==> config.mk <==
export PLATFORM = sky130hd
export DESIGN_NAME = rvc_reset_vector
export DESIGN_NICKNAME = d
export VERILOG_FILES = /design/src/rvc_pkg.sv /design/src/rvc_delay_timer.sv /design/src/rvc_reset_vector.sv
export VERILOG_INCLUDE_DIRS = /design/src
export SDC_FILE = /design/constraint.sdc
export NUM_CORES = 1
export LEC_CHECK = 0
export BUFFER_PORTS_ARGS = -buffer_cell sky130_fd_sc_hd__buf_2
export CAP_MARGIN = 40
export CORE_UTILIZATION = 50
export CTS_BUF_LIST = sky130_fd_sc_hd__clkbuf_8
export CTS_CLUSTER_SIZE = 40
export DETAILED_ROUTE_END_ITERATION = 8
export PLACE_DENSITY = 0.77
export SYNTH_ARGS = -nofsm -noshare
export SYNTH_HDL_FRONTEND = slang
export SYNTH_SLANG_ARGS = --single-unit
==> constraint.sdc <==
create_clock -name ref_clk -period 5.7 [get_ports ref_clk]
set_input_delay 0 -clock ref_clk [delete_from_list [all_inputs] [get_ports ref_clk]]
set_output_delay 0 -clock ref_clk [all_outputs]
set_load 0.02 [all_outputs]
==> src/rvc_consts.svh <==
// Constants for the reset and vector control block
// Assumes ref_clk at 50 MHz; included by bare name
`ifndef RVC_CONSTS_SVH
`define RVC_CONSTS_SVH
`define RVC_OFS_SP_LOW 6'h3d
`define RVC_OFS_SP_HIGH 6'h3e
`define RVC_SP_RESET 10'h000
`define RVC_VEC_RESET 10'h000
`define RVC_VEC_FIRST_IRQ 10'h001
`define RVC_CLK_MHZ 50
`define RVC_CRYSTAL_CYCLE_MIN_CYC 3
`define RVC_TOUT_SLOW_US 16000
`define RVC_TOUT_FAST_US 1100
`define RVC_WDOSC_KHZ 1000
`define RVC_TOUT_SLOW_TICKS (`RVC_TOUT_SLOW_US * `RVC_WDOSC_KHZ / 1000)
`define RVC_TOUT_FAST_TICKS (`RVC_TOUT_FAST_US * `RVC_WDOSC_KHZ / 1000)
`endif

==> src/rvc_pkg.sv <==
// Types for the reset and vector control block
// Used with rvc_consts.svh
package rvc_pkg;
  typedef struct packed {
    logic push_byte;
    logic pop_byte;
    logic push_addr;
    logic pop_addr;
  } rvc_stack_op_t;
  typedef struct packed {
    logic wr;
    logic rd;
    logic [5:0] addr;
    logic [7:0] wdata;
  } rvc_io_req_t;
  typedef enum logic [1:0] {RVC_ST_HOLD, RVC_ST_DELAY, RVC_ST_RUN} rvc_rst_state_t;
endpackage : rvc_pkg

==> src/rvc_delay_timer.sv <==
// Start-up delay counter, ticked by the watchdog oscillator
// Assumes osc_tick is already synchronised to ref_clk
`timescale 1ns/1ns
`include "rvc_consts.svh"
module rvc_delay_timer #(
  parameter int SLOW_TICKS = `RVC_TOUT_SLOW_TICKS,
  parameter int FAST_TICKS = `RVC_TOUT_FAST_TICKS
) (
  input wire logic ref_clk,
  input wire logic rst,
  input wire logic restart,
  input wire logic osc_tick,
  input wire logic fast_start_fuse,
  output logic expired
);
  initial begin
    if (SLOW_TICKS < 1 || FAST_TICKS < 1 || SLOW_TICKS > 65535 || FAST_TICKS > 65535) begin
      $error("rvc_delay_timer: tick counts out of range");
    end
  end
  logic [15:0] cnt_q;
  wire [15:0] limit = fast_start_fuse ? 16'(FAST_TICKS) : 16'(SLOW_TICKS);
  wire done = (cnt_q >= limit);
  always_ff @(posedge ref_clk) begin
    if (rst || restart) begin
      cnt_q <= 16'h0000;
    end else if (osc_tick && !done) begin
      cnt_q <= cnt_q + 16'h0001;
    end
  end
  assign expired = done && !restart;
endmodule : rvc_delay_timer

==> src/rvc_reset_vector.sv <==
// Reset collection, interrupt vectoring and stack pointer
// Assumes the core raises stack operations and instruction boundaries as pulses
`timescale 1ns/1ns
`include "rvc_consts.svh"
// What this block does
// - Stack pointer is two bytes, ten bits
// - Byte push lowers pointer by one
// - Call or interrupt lowers pointer by two
// - Byte pop raises pointer by one
// - Return raises pointer by two
// - Sixteen sources, each own vector
// - Take only if source and global enabled
// - Lowest vector wins; reset ranks first
// - Reset 000, request zero 001, one 002
// - Timer vectors sit at 003 to 009
// - Remaining vectors 00A through 010
// - Vector 000 serves pin and watchdog
// - Pin low over two cycles resets
// - Enabled watchdog expiry resets
// - Reset clears registers, fetch from 000
// - Unused vectors free for program code
// - Core held for oscillator-timed delay
// - Fuse picks 16 ms or 1.1 ms
// - Low pin extends power-on reset
// - Taking interrupt clears global enable
// - Vectoring clears the source flag
// - Watchdog pulse one cycle, delay after
module rvc_reset_vector #(
  parameter int NUM_IRQ = 16,
  parameter int SLOW_TICKS = `RVC_TOUT_SLOW_TICKS,
  parameter int FAST_TICKS = `RVC_TOUT_FAST_TICKS
) (
  input wire logic ref_clk,
  input wire logic rst,
  input wire logic reset_pin_n,
  input wire logic wdt_osc_tick,
  input wire logic wdt_enable,
  input wire logic wdt_expire,
  input wire logic fast_start_fuse,
  input wire logic [NUM_IRQ-1:0] irq_pending,
  input wire logic [NUM_IRQ-1:0] irq_enable,
  input wire logic global_ie,
  input wire logic insn_boundary,
  input wire rvc_pkg::rvc_stack_op_t stack_op,
  input wire rvc_pkg::rvc_io_req_t io_req,
  output logic [7:0] io_rdata,
  output logic core_reset,
  output logic irq_take,
  output logic [9:0] vector_addr,
  output logic [NUM_IRQ-1:0] irq_ack,
  output logic global_ie_clear,
  output logic [9:0] stack_pointer,
  output logic [3:0] reset_cause
);
  initial begin
    if (NUM_IRQ != 16) begin
      $error("rvc_reset_vector: vector table holds exactly sixteen sources");
    end
  end

  ////////////////////////////////////////////////////////////////////////
  // Pin synchronisers; the first stage feeds only the second
  logic pin_s1_q;
  logic pin_s2_q;
  logic osc_s1_q;
  logic osc_s2_q;
  logic osc_s3_q;
  always_ff @(posedge ref_clk) begin
    pin_s1_q <= reset_pin_n;
    pin_s2_q <= pin_s1_q;
    osc_s1_q <= wdt_osc_tick;
    osc_s2_q <= osc_s1_q;
    osc_s3_q <= osc_s2_q;
  end
  wire osc_edge = osc_s2_q && !osc_s3_q;

  ////////////////////////////////////////////////////////////////////////
  // Reset sources
  logic [1:0] low_cnt_q;
  logic wdt_pulse_q;
  wire pin_low = !pin_s2_q;
  // Filter: low must persist beyond two cycles, so glitches do not reset
  wire pin_reset = pin_low && (low_cnt_q == 2'(`RVC_CRYSTAL_CYCLE_MIN_CYC - 1));
  wire wdt_fire = wdt_enable && wdt_expire;
  always_ff @(posedge ref_clk) begin
    if (rst || !pin_low) begin
      low_cnt_q <= 2'h0;
    end else if (low_cnt_q != 2'(`RVC_CRYSTAL_CYCLE_MIN_CYC - 1)) begin
      low_cnt_q <= low_cnt_q + 2'h1;
    end
  end
  always_ff @(posedge ref_clk) begin
    wdt_pulse_q <= !rst && wdt_fire && !wdt_pulse_q;
  end

  rvc_pkg::rvc_rst_state_t st_q;
  rvc_pkg::rvc_rst_state_t st_d;
  logic [3:0] cause_q;
  logic [3:0] cause_d;
  // Held clear outside DELAY, so a watchdog reset times a full delay again
  wire delay_restart = (st_q != rvc_pkg::RVC_ST_DELAY);
  wire delay_done;
  rvc_delay_timer #(
    .SLOW_TICKS(SLOW_TICKS),
    .FAST_TICKS(FAST_TICKS)
  ) u_delay (
    .ref_clk(ref_clk),
    .rst(rst),
    .restart(delay_restart),
    .osc_tick(osc_edge),
    .fast_start_fuse(fast_start_fuse),
    .expired(delay_done)
  );

  always_comb begin
    st_d = st_q;
    cause_d = cause_q;
    unique case (st_q)
      rvc_pkg::RVC_ST_HOLD: begin
        // Pin held low keeps the core in reset, extending power-on
        if (!pin_low) st_d = rvc_pkg::RVC_ST_DELAY;
      end
      rvc_pkg::RVC_ST_DELAY: begin
        if (pin_reset) st_d = rvc_pkg::RVC_ST_HOLD;
        else if (delay_done) st_d = rvc_pkg::RVC_ST_RUN;
      end
      rvc_pkg::RVC_ST_RUN: begin
        if (pin_reset) begin
          st_d = rvc_pkg::RVC_ST_HOLD;
          cause_d = cause_q | 4'h2;
        end else if (wdt_pulse_q) begin
          // Delay counts from the end of the one-cycle pulse
          st_d = rvc_pkg::RVC_ST_DELAY;
          cause_d = cause_q | 4'h4;
        end
      end
    endcase
  end
  always_ff @(posedge ref_clk) begin
    if (rst) begin
      st_q <= rvc_pkg::RVC_ST_HOLD;
      cause_q <= 4'h1;
    end else begin
      st_q <= st_d;
      cause_q <= cause_d;
    end
  end
  wire in_reset = (st_q != rvc_pkg::RVC_ST_RUN);

  ////////////////////////////////////////////////////////////////////////
  // Interrupt selection: bit i maps to vector i+1, lowest index wins
  wire [NUM_IRQ-1:0] irq_live = irq_pending & irq_enable & {NUM_IRQ{global_ie}};
  logic [NUM_IRQ-1:0] lower_live;
  logic [NUM_IRQ-1:0] grant;
  genvar gi;
  generate
    for (gi = 0; gi < NUM_IRQ; gi++) begin : g_prio
      if (gi == 0) begin : g_first
        assign lower_live[gi] = 1'b0;
      end else begin : g_rest
        assign lower_live[gi] = lower_live[gi-1] | irq_live[gi-1];
      end
      assign grant[gi] = irq_live[gi] & ~lower_live[gi];
    end
  endgenerate
  logic [9:0] grant_vec;
  always_comb begin
    grant_vec = `RVC_VEC_RESET;
    for (int i = NUM_IRQ - 1; i >= 0; i--) begin
      if (grant[i]) grant_vec = `RVC_VEC_FIRST_IRQ + 10'(i);
    end
  end
  // With nothing enabled no vector is ever emitted, so that code space is free
  wire take = !in_reset && insn_boundary && (|grant);

  logic take_q;
  logic core_reset_q;
  logic [9:0] vec_q;
  logic [NUM_IRQ-1:0] ack_q;
  always_ff @(posedge ref_clk) begin
    if (rst) begin
      take_q <= 1'b0;
      core_reset_q <= 1'b1;
      vec_q <= `RVC_VEC_RESET;
      ack_q <= '0;
    end else begin
      take_q <= take;
      core_reset_q <= in_reset;
      ack_q <= take ? grant : '0;
      if (in_reset) vec_q <= `RVC_VEC_RESET;
      else if (take) vec_q <= grant_vec;
    end
  end

  ////////////////////////////////////////////////////////////////////////
  // Stack pointer and its two I/O bytes
  logic [9:0] sp_q;
  logic [9:0] sp_d;
  logic [7:0] rdata_q;
  wire wr_low = io_req.wr && (io_req.addr == `RVC_OFS_SP_LOW);
  wire wr_high = io_req.wr && (io_req.addr == `RVC_OFS_SP_HIGH);
  // Interrupt entry stacks the return address like a call
  wire dec2 = stack_op.push_addr || take;
  always_comb begin
    sp_d = sp_q;
    if (wr_low) sp_d[7:0] = io_req.wdata;
    else if (wr_high) sp_d[9:8] = io_req.wdata[1:0];
    else if (dec2) sp_d = sp_q - 10'h002;
    else if (stack_op.pop_addr) sp_d = sp_q + 10'h002;
    else if (stack_op.push_byte) sp_d = sp_q - 10'h001;
    else if (stack_op.pop_byte) sp_d = sp_q + 10'h001;
  end
  wire [7:0] rd_mux = (io_req.addr == `RVC_OFS_SP_LOW) ? sp_q[7:0] :
                      (io_req.addr == `RVC_OFS_SP_HIGH) ? {6'h00, sp_q[9:8]} : 8'h00;
  always_ff @(posedge ref_clk) begin
    if (rst || in_reset) begin
      sp_q <= `RVC_SP_RESET;
      rdata_q <= 8'h00;
    end else begin
      sp_q <= sp_d;
      rdata_q <= io_req.rd ? rd_mux : 8'h00;
    end
  end

  assign io_rdata = rdata_q;
  assign core_reset = core_reset_q;
  assign irq_take = take_q;
  assign vector_addr = vec_q;
  assign irq_ack = ack_q;
  assign global_ie_clear = take_q;
  assign stack_pointer = sp_q;
  assign reset_cause = cause_q;

  ////////////////////////////////////////////////////////////////////////
  // Checks
  property p_push_byte;
    @(posedge ref_clk) disable iff (rst)
    (!in_reset && stack_op == 4'b1000 && !take && !io_req.wr) |=> (sp_q == $past(sp_q) - 10'h001);
  endproperty
  a_push_byte: assert property (p_push_byte) else $error("byte push not minus one");
  property p_pop_byte;
    @(posedge ref_clk) disable iff (rst)
    (!in_reset && stack_op == 4'b0100 && !take && !io_req.wr) |=> (sp_q == $past(sp_q) + 10'h001);
  endproperty
  a_pop_byte: assert property (p_pop_byte) else $error("byte pop not plus one");
  property p_call;
    @(posedge ref_clk) disable iff (rst)
    (!in_reset && stack_op == 4'b0010 && !io_req.wr) |=> (sp_q == $past(sp_q) - 10'h002);
  endproperty
  a_call: assert property (p_call) else $error("call not minus two");
  property p_ret;
    @(posedge ref_clk) disable iff (rst)
    (!in_reset && stack_op == 4'b0001 && !take && !io_req.wr) |=> (sp_q == $past(sp_q) + 10'h002);
  endproperty
  a_ret: assert property (p_ret) else $error("return not plus two");
  property p_enable_gate;
    @(posedge ref_clk) disable iff (rst)
    irq_take |-> $past(global_ie);
  endproperty
  a_enable_gate: assert property (p_enable_gate) else $error("interrupt taken while disabled");
  property p_ie_clear;
    @(posedge ref_clk) disable iff (rst)
    irq_take |-> global_ie_clear && $onehot(irq_ack);
  endproperty
  a_ie_clear: assert property (p_ie_clear) else $error("entry did not clear enable or ack");
  property p_vec_ack;
    @(posedge ref_clk) disable iff (rst)
    irq_take |-> (irq_ack == (16'h0001 << (vector_addr - 10'h001)));
  endproperty
  a_vec_ack: assert property (p_vec_ack) else $error("vector and flag clear disagree");
  property p_reset_vec;
    @(posedge ref_clk) disable iff (rst)
    core_reset |-> ##1 (vector_addr == 10'h000) && (stack_pointer == 10'h000);
  endproperty
  a_reset_vec: assert property (p_reset_vec) else $error("reset did not restore vector");
  property p_pin_reset;
    @(posedge ref_clk) disable iff (rst)
    (!pin_s2_q)[*4] |-> ##[1:2] core_reset;
  endproperty
  a_pin_reset: assert property (p_pin_reset) else $error("held pin did not reset");
  property p_wdt_delay;
    @(posedge ref_clk) disable iff (rst)
    (st_q == rvc_pkg::RVC_ST_RUN && wdt_pulse_q && !pin_reset) |=>
      (st_q == rvc_pkg::RVC_ST_DELAY) && !delay_done;
  endproperty
  a_wdt_delay: assert property (p_wdt_delay) else $error("watchdog skipped delay");
  property p_wdt_pulse;
    @(posedge ref_clk) disable iff (rst)
    wdt_pulse_q |=> !wdt_pulse_q;
  endproperty
  a_wdt_pulse: assert property (p_wdt_pulse) else $error("watchdog pulse too long");
  property p_priority;
    @(posedge ref_clk) disable iff (rst)
    irq_take |-> (((irq_ack - 16'h0001) & $past(irq_pending & irq_enable)) == 16'h0000);
  endproperty
  a_priority: assert property (p_priority) else $error("lower vector was waiting");
  property p_boundary;
    @(posedge ref_clk) disable iff (rst)
    irq_take |-> $past(insn_boundary);
  endproperty
  a_boundary: assert property (p_boundary) else $error("entry off a boundary");
  property p_pin_extend;
    @(posedge ref_clk) disable iff (rst)
    (st_q == rvc_pkg::RVC_ST_HOLD && pin_low) |=>
      (st_q == rvc_pkg::RVC_ST_HOLD) && core_reset;
  endproperty
  a_pin_extend: assert property (p_pin_extend) else $error("low pin did not hold reset");
endmodule : rvc_reset_vector

======== Word-level counts from Yosys, hierarchy flattened ========
Index checks and enable logic that the tools add are counted.
W data, S select, Z words.
cells by class
  shifts and indexed selects .............. 0
  mux-type cells .......................... 33
  add/sub/neg operators ................... 6
  reduce and logical (&&, ||, !) cells .... 34
  bitwise logic cells ..................... 50
  equality and inequality tests ........... 12
  multiply operators ...................... 0
  divide/modulo/power cells ............... 0
  order comparisons ....................... 1
operators by type and width
  kind                     count
  $mux W10                 19
  $and A16 B16 Y16         2
  $mux W8                  3
  $not A1 Y1               19
  $add A16 B1 Y16 const B  1
  $ge A16 B16 Y1           1
  $mux W2                  8
  $reduce_or A16 Y1        1
  $and A1 B1 Y1            15
  $mux W14                 1
  $or A1 B1 Y1             14
  $eq A6 B6 Y1 const B     2
  $logic_and A1 B1 Y1      11
  $add A10 B1 Y10 const B  1
  $add A10 B2 Y10 const B  1
  $reduce_bool A5 Y1       2
  $sub A10 B1 Y10 const B  1
  $sub A10 B2 Y10 const B  1
  $ne A2 B2 Y1 const B     4
  $logic_not A1 Y1         7
  $ne A3 B3 Y1 const B     2
  $pmux W2 S3              1
  $reduce_and A2 Y1        3
  $reduce_and A3 Y1        2
  other kinds (8)          14
word-level totals
  input bits .............................. 61
  ROM bits ................................ 0
  memory bits (writable) .................. 0
  register bits after elaboration ......... 74
  latch bits .............................. 0
  output and inout port bits .............. 51
  memories kept ........................... 0
  logic and storage cells ................. 154

======== Longest topological paths before layout ========
  depth after elaboration ................. 34
  mapped depth ............................ 10
  gate-level depth less buffers ........... 9

======== Modules after synthesis ========
A second synthesis with hierarchy kept.
second synthesis, totals
  cells, all modules ...................... 520
  area total of the unflattened synthesis .. 4242.8 um2
modules (own cells, without submodules)
  module            area an instance (um2)  cells each  instances  sequential area each (um2)
  rvc_reset_vector  3250.6                  407         1          1061.0
  rvc_delay_timer   992.2                   113         1          320.3

======== Worst setup path after synthesis ========
OpenSTA, ideal clock, no wires.
  path kind ............................... reg-to-reg
  start point ............................. register u_delay.cnt_q[9]
  end point ............................... register u_delay.cnt_q[11]
  setup time .............................. 0.128 ns
  buffers on the path ..................... 1
  clock period less this slack ............ 2.213 ns
  data required time ...................... 5.572 ns
  path slack .............................. 3.487 ns
  data arrival time ....................... 2.085 ns
  cell stages (with the launch flop) ...... 9
  cells stage by stage .................... dfxtp_1 > ha_1 > or4_1 > a211oi_2 > o211ai_1 > buf_2 > nor4_1 > xnor2_1 > nor2_1
between the ends
  cells in the longest elaborated chain, start to end .. 3
  elaborated cells between the ends (all ways) .. 4
  those cells by class .................... 1 x add/sub; 1 x order compare; 2 x reduce/logical
RTL lines
  element                 line                   source
  from (decl)             rvc_delay_timer.sv:21  logic [15:0] cnt_q;
  from (signal assigned)  rvc_delay_timer.sv:28  cnt_q <= cnt_q + 16'h0001;
  $ge A16 B16 Y1          rvc_delay_timer.sv:23  wire done = (cnt_q >= limit);
  $logic_not A1 Y1        rvc_delay_timer.sv:27  end else if (osc_tick && !done) begin
  $logic_and A1 B1 Y1     rvc_delay_timer.sv:27
Several ways; a longest one is shown, not always the timed one.
A chain may end at the register's enable or synchronous reset.

======== Final worst setup path ========
  start point ............................. input irq_enable[2]
  end point ............................... register sp_q[6], in the netlist stack_pointer[6]
between the ends
  cells in the longest elaborated chain, start to end .. 23
  elaborated cells between the ends (all ways) .. 50
  those cells by class .................... 3 x mux; 42 x bitwise; 5 x reduce/logical
RTL lines
  element                             line                     source
  from (decl)                         rvc_reset_vector.sv:41   input wire logic [NUM_IRQ-1:0] irq_enable,
  $and A16 B16 Y16 (*) (2 in series)  rvc_reset_vector.sv:152  wire [NUM_IRQ-1:0] irq_live = irq_pending & irq_enable & {NUM_IRQ{global_ie}};
  $or A1 B1 Y1 (13 in series)         rvc_reset_vector.sv:161  assign lower_live[gi] = lower_live[gi-1] | irq_live[gi-1];
  $not A1 Y1                          rvc_reset_vector.sv:163  assign grant[gi] = irq_live[gi] & ~lower_live[gi];
  $and A1 B1 Y1                       rvc_reset_vector.sv:163
  $reduce_or A16 Y1 (*)               rvc_reset_vector.sv:174  wire take = !in_reset && insn_boundary && (|grant);
  $logic_and A1 B1 Y1 (*)             rvc_reset_vector.sv:174
  $logic_or A1 B1 Y1 (*)              rvc_reset_vector.sv:203  wire dec2 = stack_op.push_addr || take;
  $mux W10                            rvc_reset_vector.sv:208  else if (dec2) sp_d = sp_q - 10'h002;
  $mux W8                             rvc_reset_vector.sv:207  else if (wr_high) sp_d[9:8] = io_req.wdata[1:0];
  $mux W8                             rvc_reset_vector.sv:206  if (wr_low) sp_d[7:0] = io_req.wdata;
  to (signal assigned)                rvc_reset_vector.sv:217  sp_q <= `RVC_SP_RESET;
  to (signal assigned)                rvc_reset_vector.sv:220  sp_q <= sp_d;
  to (decl)                           rvc_reset_vector.sv:197  logic [9:0] sp_q;
Mark *: on every way between the ends. The rest lies on a longest branch, timed or not. The select of a mux whose other input is x is not followed.

==> impl_results.md <==
- Top cells by area, synth: dfxtp_1 35%, ha_1 7.5%, xnor2_1 5.3%, nand2_1 4.6%, nor2_1 3.6%
- Vias in the first global route: 3974
- Placement Setup Slack: 3.00 ns
- Seq/Total Area, Yosys: about a third
- Post-synth EDFFs: 0
- Worst R2R Start: u_delay.cnt_q[13]$_SDFFE_PP0P_
- First-pass GRT wire length: 18400 um
- Share of async-settable or async-resettable flops after synthesis: 0%
- Final period util: about 50%
- Synthesis Warnings: 0
- Worst setup startpoint: irq_enable[2]
- Final slew viol count: 0
- Initial antenna violation count: 0
- Critical Path RT: slightly below 6 ns
- Final Hold Fails: 0
- Status: finished clean
- Hold slack: between 0.01 and 0.015 ns
- VDD IR-drop max: between 0.15 and 0.2 mV
- Area of placed instances: around 4600 um^2
- ANT nets after route: 0
- Maxcap violations: 0
- Slew Limit Headroom: ~44%
- Core area: approximately 7700 um^2
- Final worst setup slack: 2.86 ns
- Layout cell share with drive strength beyond 1: 21.5%
- Initial Utilization: between 50% and 60%
- Worst-path fanout max: 15
- Clk slew on worst S/H paths: about 0.080 ns
- Die W: roughly 91 um
- RSZ-0062 raised after global routing: false
- Area leader, netlist: dfxtp_1
- Leak: approximately 2.2 nW
- PwrDens: 208 nW/um^2
- Via count: ~4200
- Site row count: 32
- Clock sink total: roughly 70
- Worst path arrival time: 3.07 ns
- Routed wire length: 11400 um
- DRT iter0 DRCs: approximately 260
- GPL Wtd Cong: roughly 0.9
- Flops & latches, synth: 69
- Final Cell Area: just over 5000 um^2
- CTS Buf Count: 9
- Die area: ~8400 um^2
- Cell Count, Final, Fillers Out: between 700 and 800
- Netlist cell types: 60
- Final Util: 65.7%
- Clock latency on the worst-skew pair: between 0.3 and 0.4 ns
- CTS Buffer Depth: 2
- Total power: around 1.1 mW
- Max Freq: around 0.35 GHz
- Worst setup SP type: primary input
- Layout area overhead: 26.8%
- CTS HTree Levels: 3
- Top-area cell type share of the netlist area: between 30% and 40%
- Measured slew at the worst slew-check pin: 0.823 ns
- Post-route DRC: 0
- Die height: approximately 91 um
- Largest net degree at the start of global routing: 21
- GRT overflow: 0
- Final #Nets: 708
- DR WL/cell: between 15 and 20 um
- Post-CTS Setup Bufs: 0
- Layout Skew: roughly 0.016 ns
- Antenna diodes: 0
- Leading register cell type out of synthesis: dfxtp_1
- Worst Hold Class: in -> reg
- Via density: 5.78
- Setup tns final: 0 ns
- Post-synthesis area per instance: between 8 and 9 um^2
- GRT Total Usage: a little over a quarter
- DP Cell Count: just under 700
- Post-Synthesis Cell Area: between 4000 and 5000 um^2
- Crit Path Category: in -> reg
- Post-DP HPWL: 7920 um
- Min cycle time layout: 2.84 ns
- Number of port buffers: ~100
- Critical Path End Type: flop
- Min-delay src: irq_pending[2]
- # IOs: roughly 110
- Post-synthesis cell count: 491
- Setup-failing EPs final: 0
- Clk root buf: clkbuf_8
- TritonCTS clock tree: yes
- Pre-antenna DRT Iters: 5
-- registers in the layout (all words and copies together) (netlist names) --
signal           cells
core_reset           1
pin_s1_q             1
st_q                 2
stack_pointer       10
osc_s3_q             1
osc_s1_q             1
pin_s2_q             1
u_delay.cnt_q       16
irq_ack             16
reset_cause          2
io_rdata             8
global_ie_clear      1
vector_addr          5
wdt_pulse_q          1
low_cnt_q            2
osc_s2_q             1
-- placed cells by master (no fill, tap or decap), drive strengths merged, types with 22 or more instances in the layout --
master / instances
buf: 108
dfxtp: 69
nand2: 49
nor2: 39
dlygate4sd3: 33
nor3: 29
inv: 28
xnor2: 24
ha: 24
o21ai: 23
nand3: 22
a21oi: 22
-- synthesized netlist by cell type (all sizes together) (2+ instances only) --
cell type,count
and4,2
a22oi,7
buf,12
and2,11
o221a,3
a31oi,9
nand4,8
inv,23
o311ai,4
and3,12
xor2,7
nand2,49
a211oi,2
o31a,2
o211ai,9
mux2i,4
dfxtp,69
clkbuf,14
o21a,2
nor2b,9
a222oi,2
nor2,39
a22o,2
a2111oi,2
nand3b,3
or2,3
o2111ai,4
nor4,6
ha,24
conb,2
o21ai,23
nand3,22
or3,4
nand2b,9
a21oi,22
xnor2,24
nor3,29
-- power by group --
part	internal (mW)	leakage (nW)	switching [mW]	total, mW
Sequential	0.489	0.558	0.00821	0.498
Clock	0.168	0.0931	0.218	0.386
Combinational	0.0768	1.51	0.0977	0.175
-- final timing paths --
kind	end	slack, ns	cells after the start
worst max register to register	u_delay.cnt_q[8]$_SDFFE_PP0P_	2.93	7
worst min register to register	pin_s2_q$_DFF_P_	0.33	0
worst max-delay path	stack_pointer[6]$_SDFFE_PP0P_	2.86	10
worst min-delay path	irq_ack[3]$_SDFF_PP0_	0.01	3
-- final cells by class --
class | count | area, um^2
Fill cell | 660 | 2650
Multi-Input combinational cell | 378 | 2420
Sequential cell | 69 | 1380
Timing Repair Buffer | 141 | 878
Tap cell | 102 | 128
Clock buffer | 9 | 124
Inverter | 23 | 86.3
Clock inverter | 7 | 62.6
-- critical path: stages --
cell and delay (ns):
dlygate4sd3_1 0.55, buf_2 0.14, a222oi_1 0.62, nand3_1 0.19
o311a_4 0.42, nor3_1 0.44, a211oi_1 0.27, buf_2 0.23
o21ai_0 0.17, a31oi_1 0.05
-- cell families (layout without fill, tap and decap cells) --
| group | Yosys count | count (layout) | synth area share [%] |
|---|---|---|---|
| simple gates | 210 | 210 | 26.3 |
| compound gates | 101 | 101 | 17.6 |
| flops | 69 | 69 | 34.5 |
| buf+inv | 49 | 180 | 5.60 |
| xor+xnor | 31 | 31 | 6.78 |
| fa+ha+maj | 25 | 25 | 8.00 |
| mux | 4 | 4 | 1.00 |
| other cells | 2 | 7 | 0.188 |
-- repair_timing --
| item | CTS | global route |
|---|---|---|
| hold endpoints to repair | 28 | 0 |
| hold buffers | 33 | 0 |
| gates resized for setup | 0 | 0 |
-- metal layers --
layer | global-route usage, % | up-vias | part of all wire [%] | routed length [um]
met5 | 0 | - | 0 | 0
met3 | 5.28 | 32 | 7.5 | 857
li1 | - | 2001 | - | -
met2 | 46.5 | 209 | 49 | 5610
met1 | 33.9 | 1968 | 40 | 4600
met4 | 11.5 | 0 | 3.0 | 340
No activity file was read; power rests on OpenSTA's default activity.
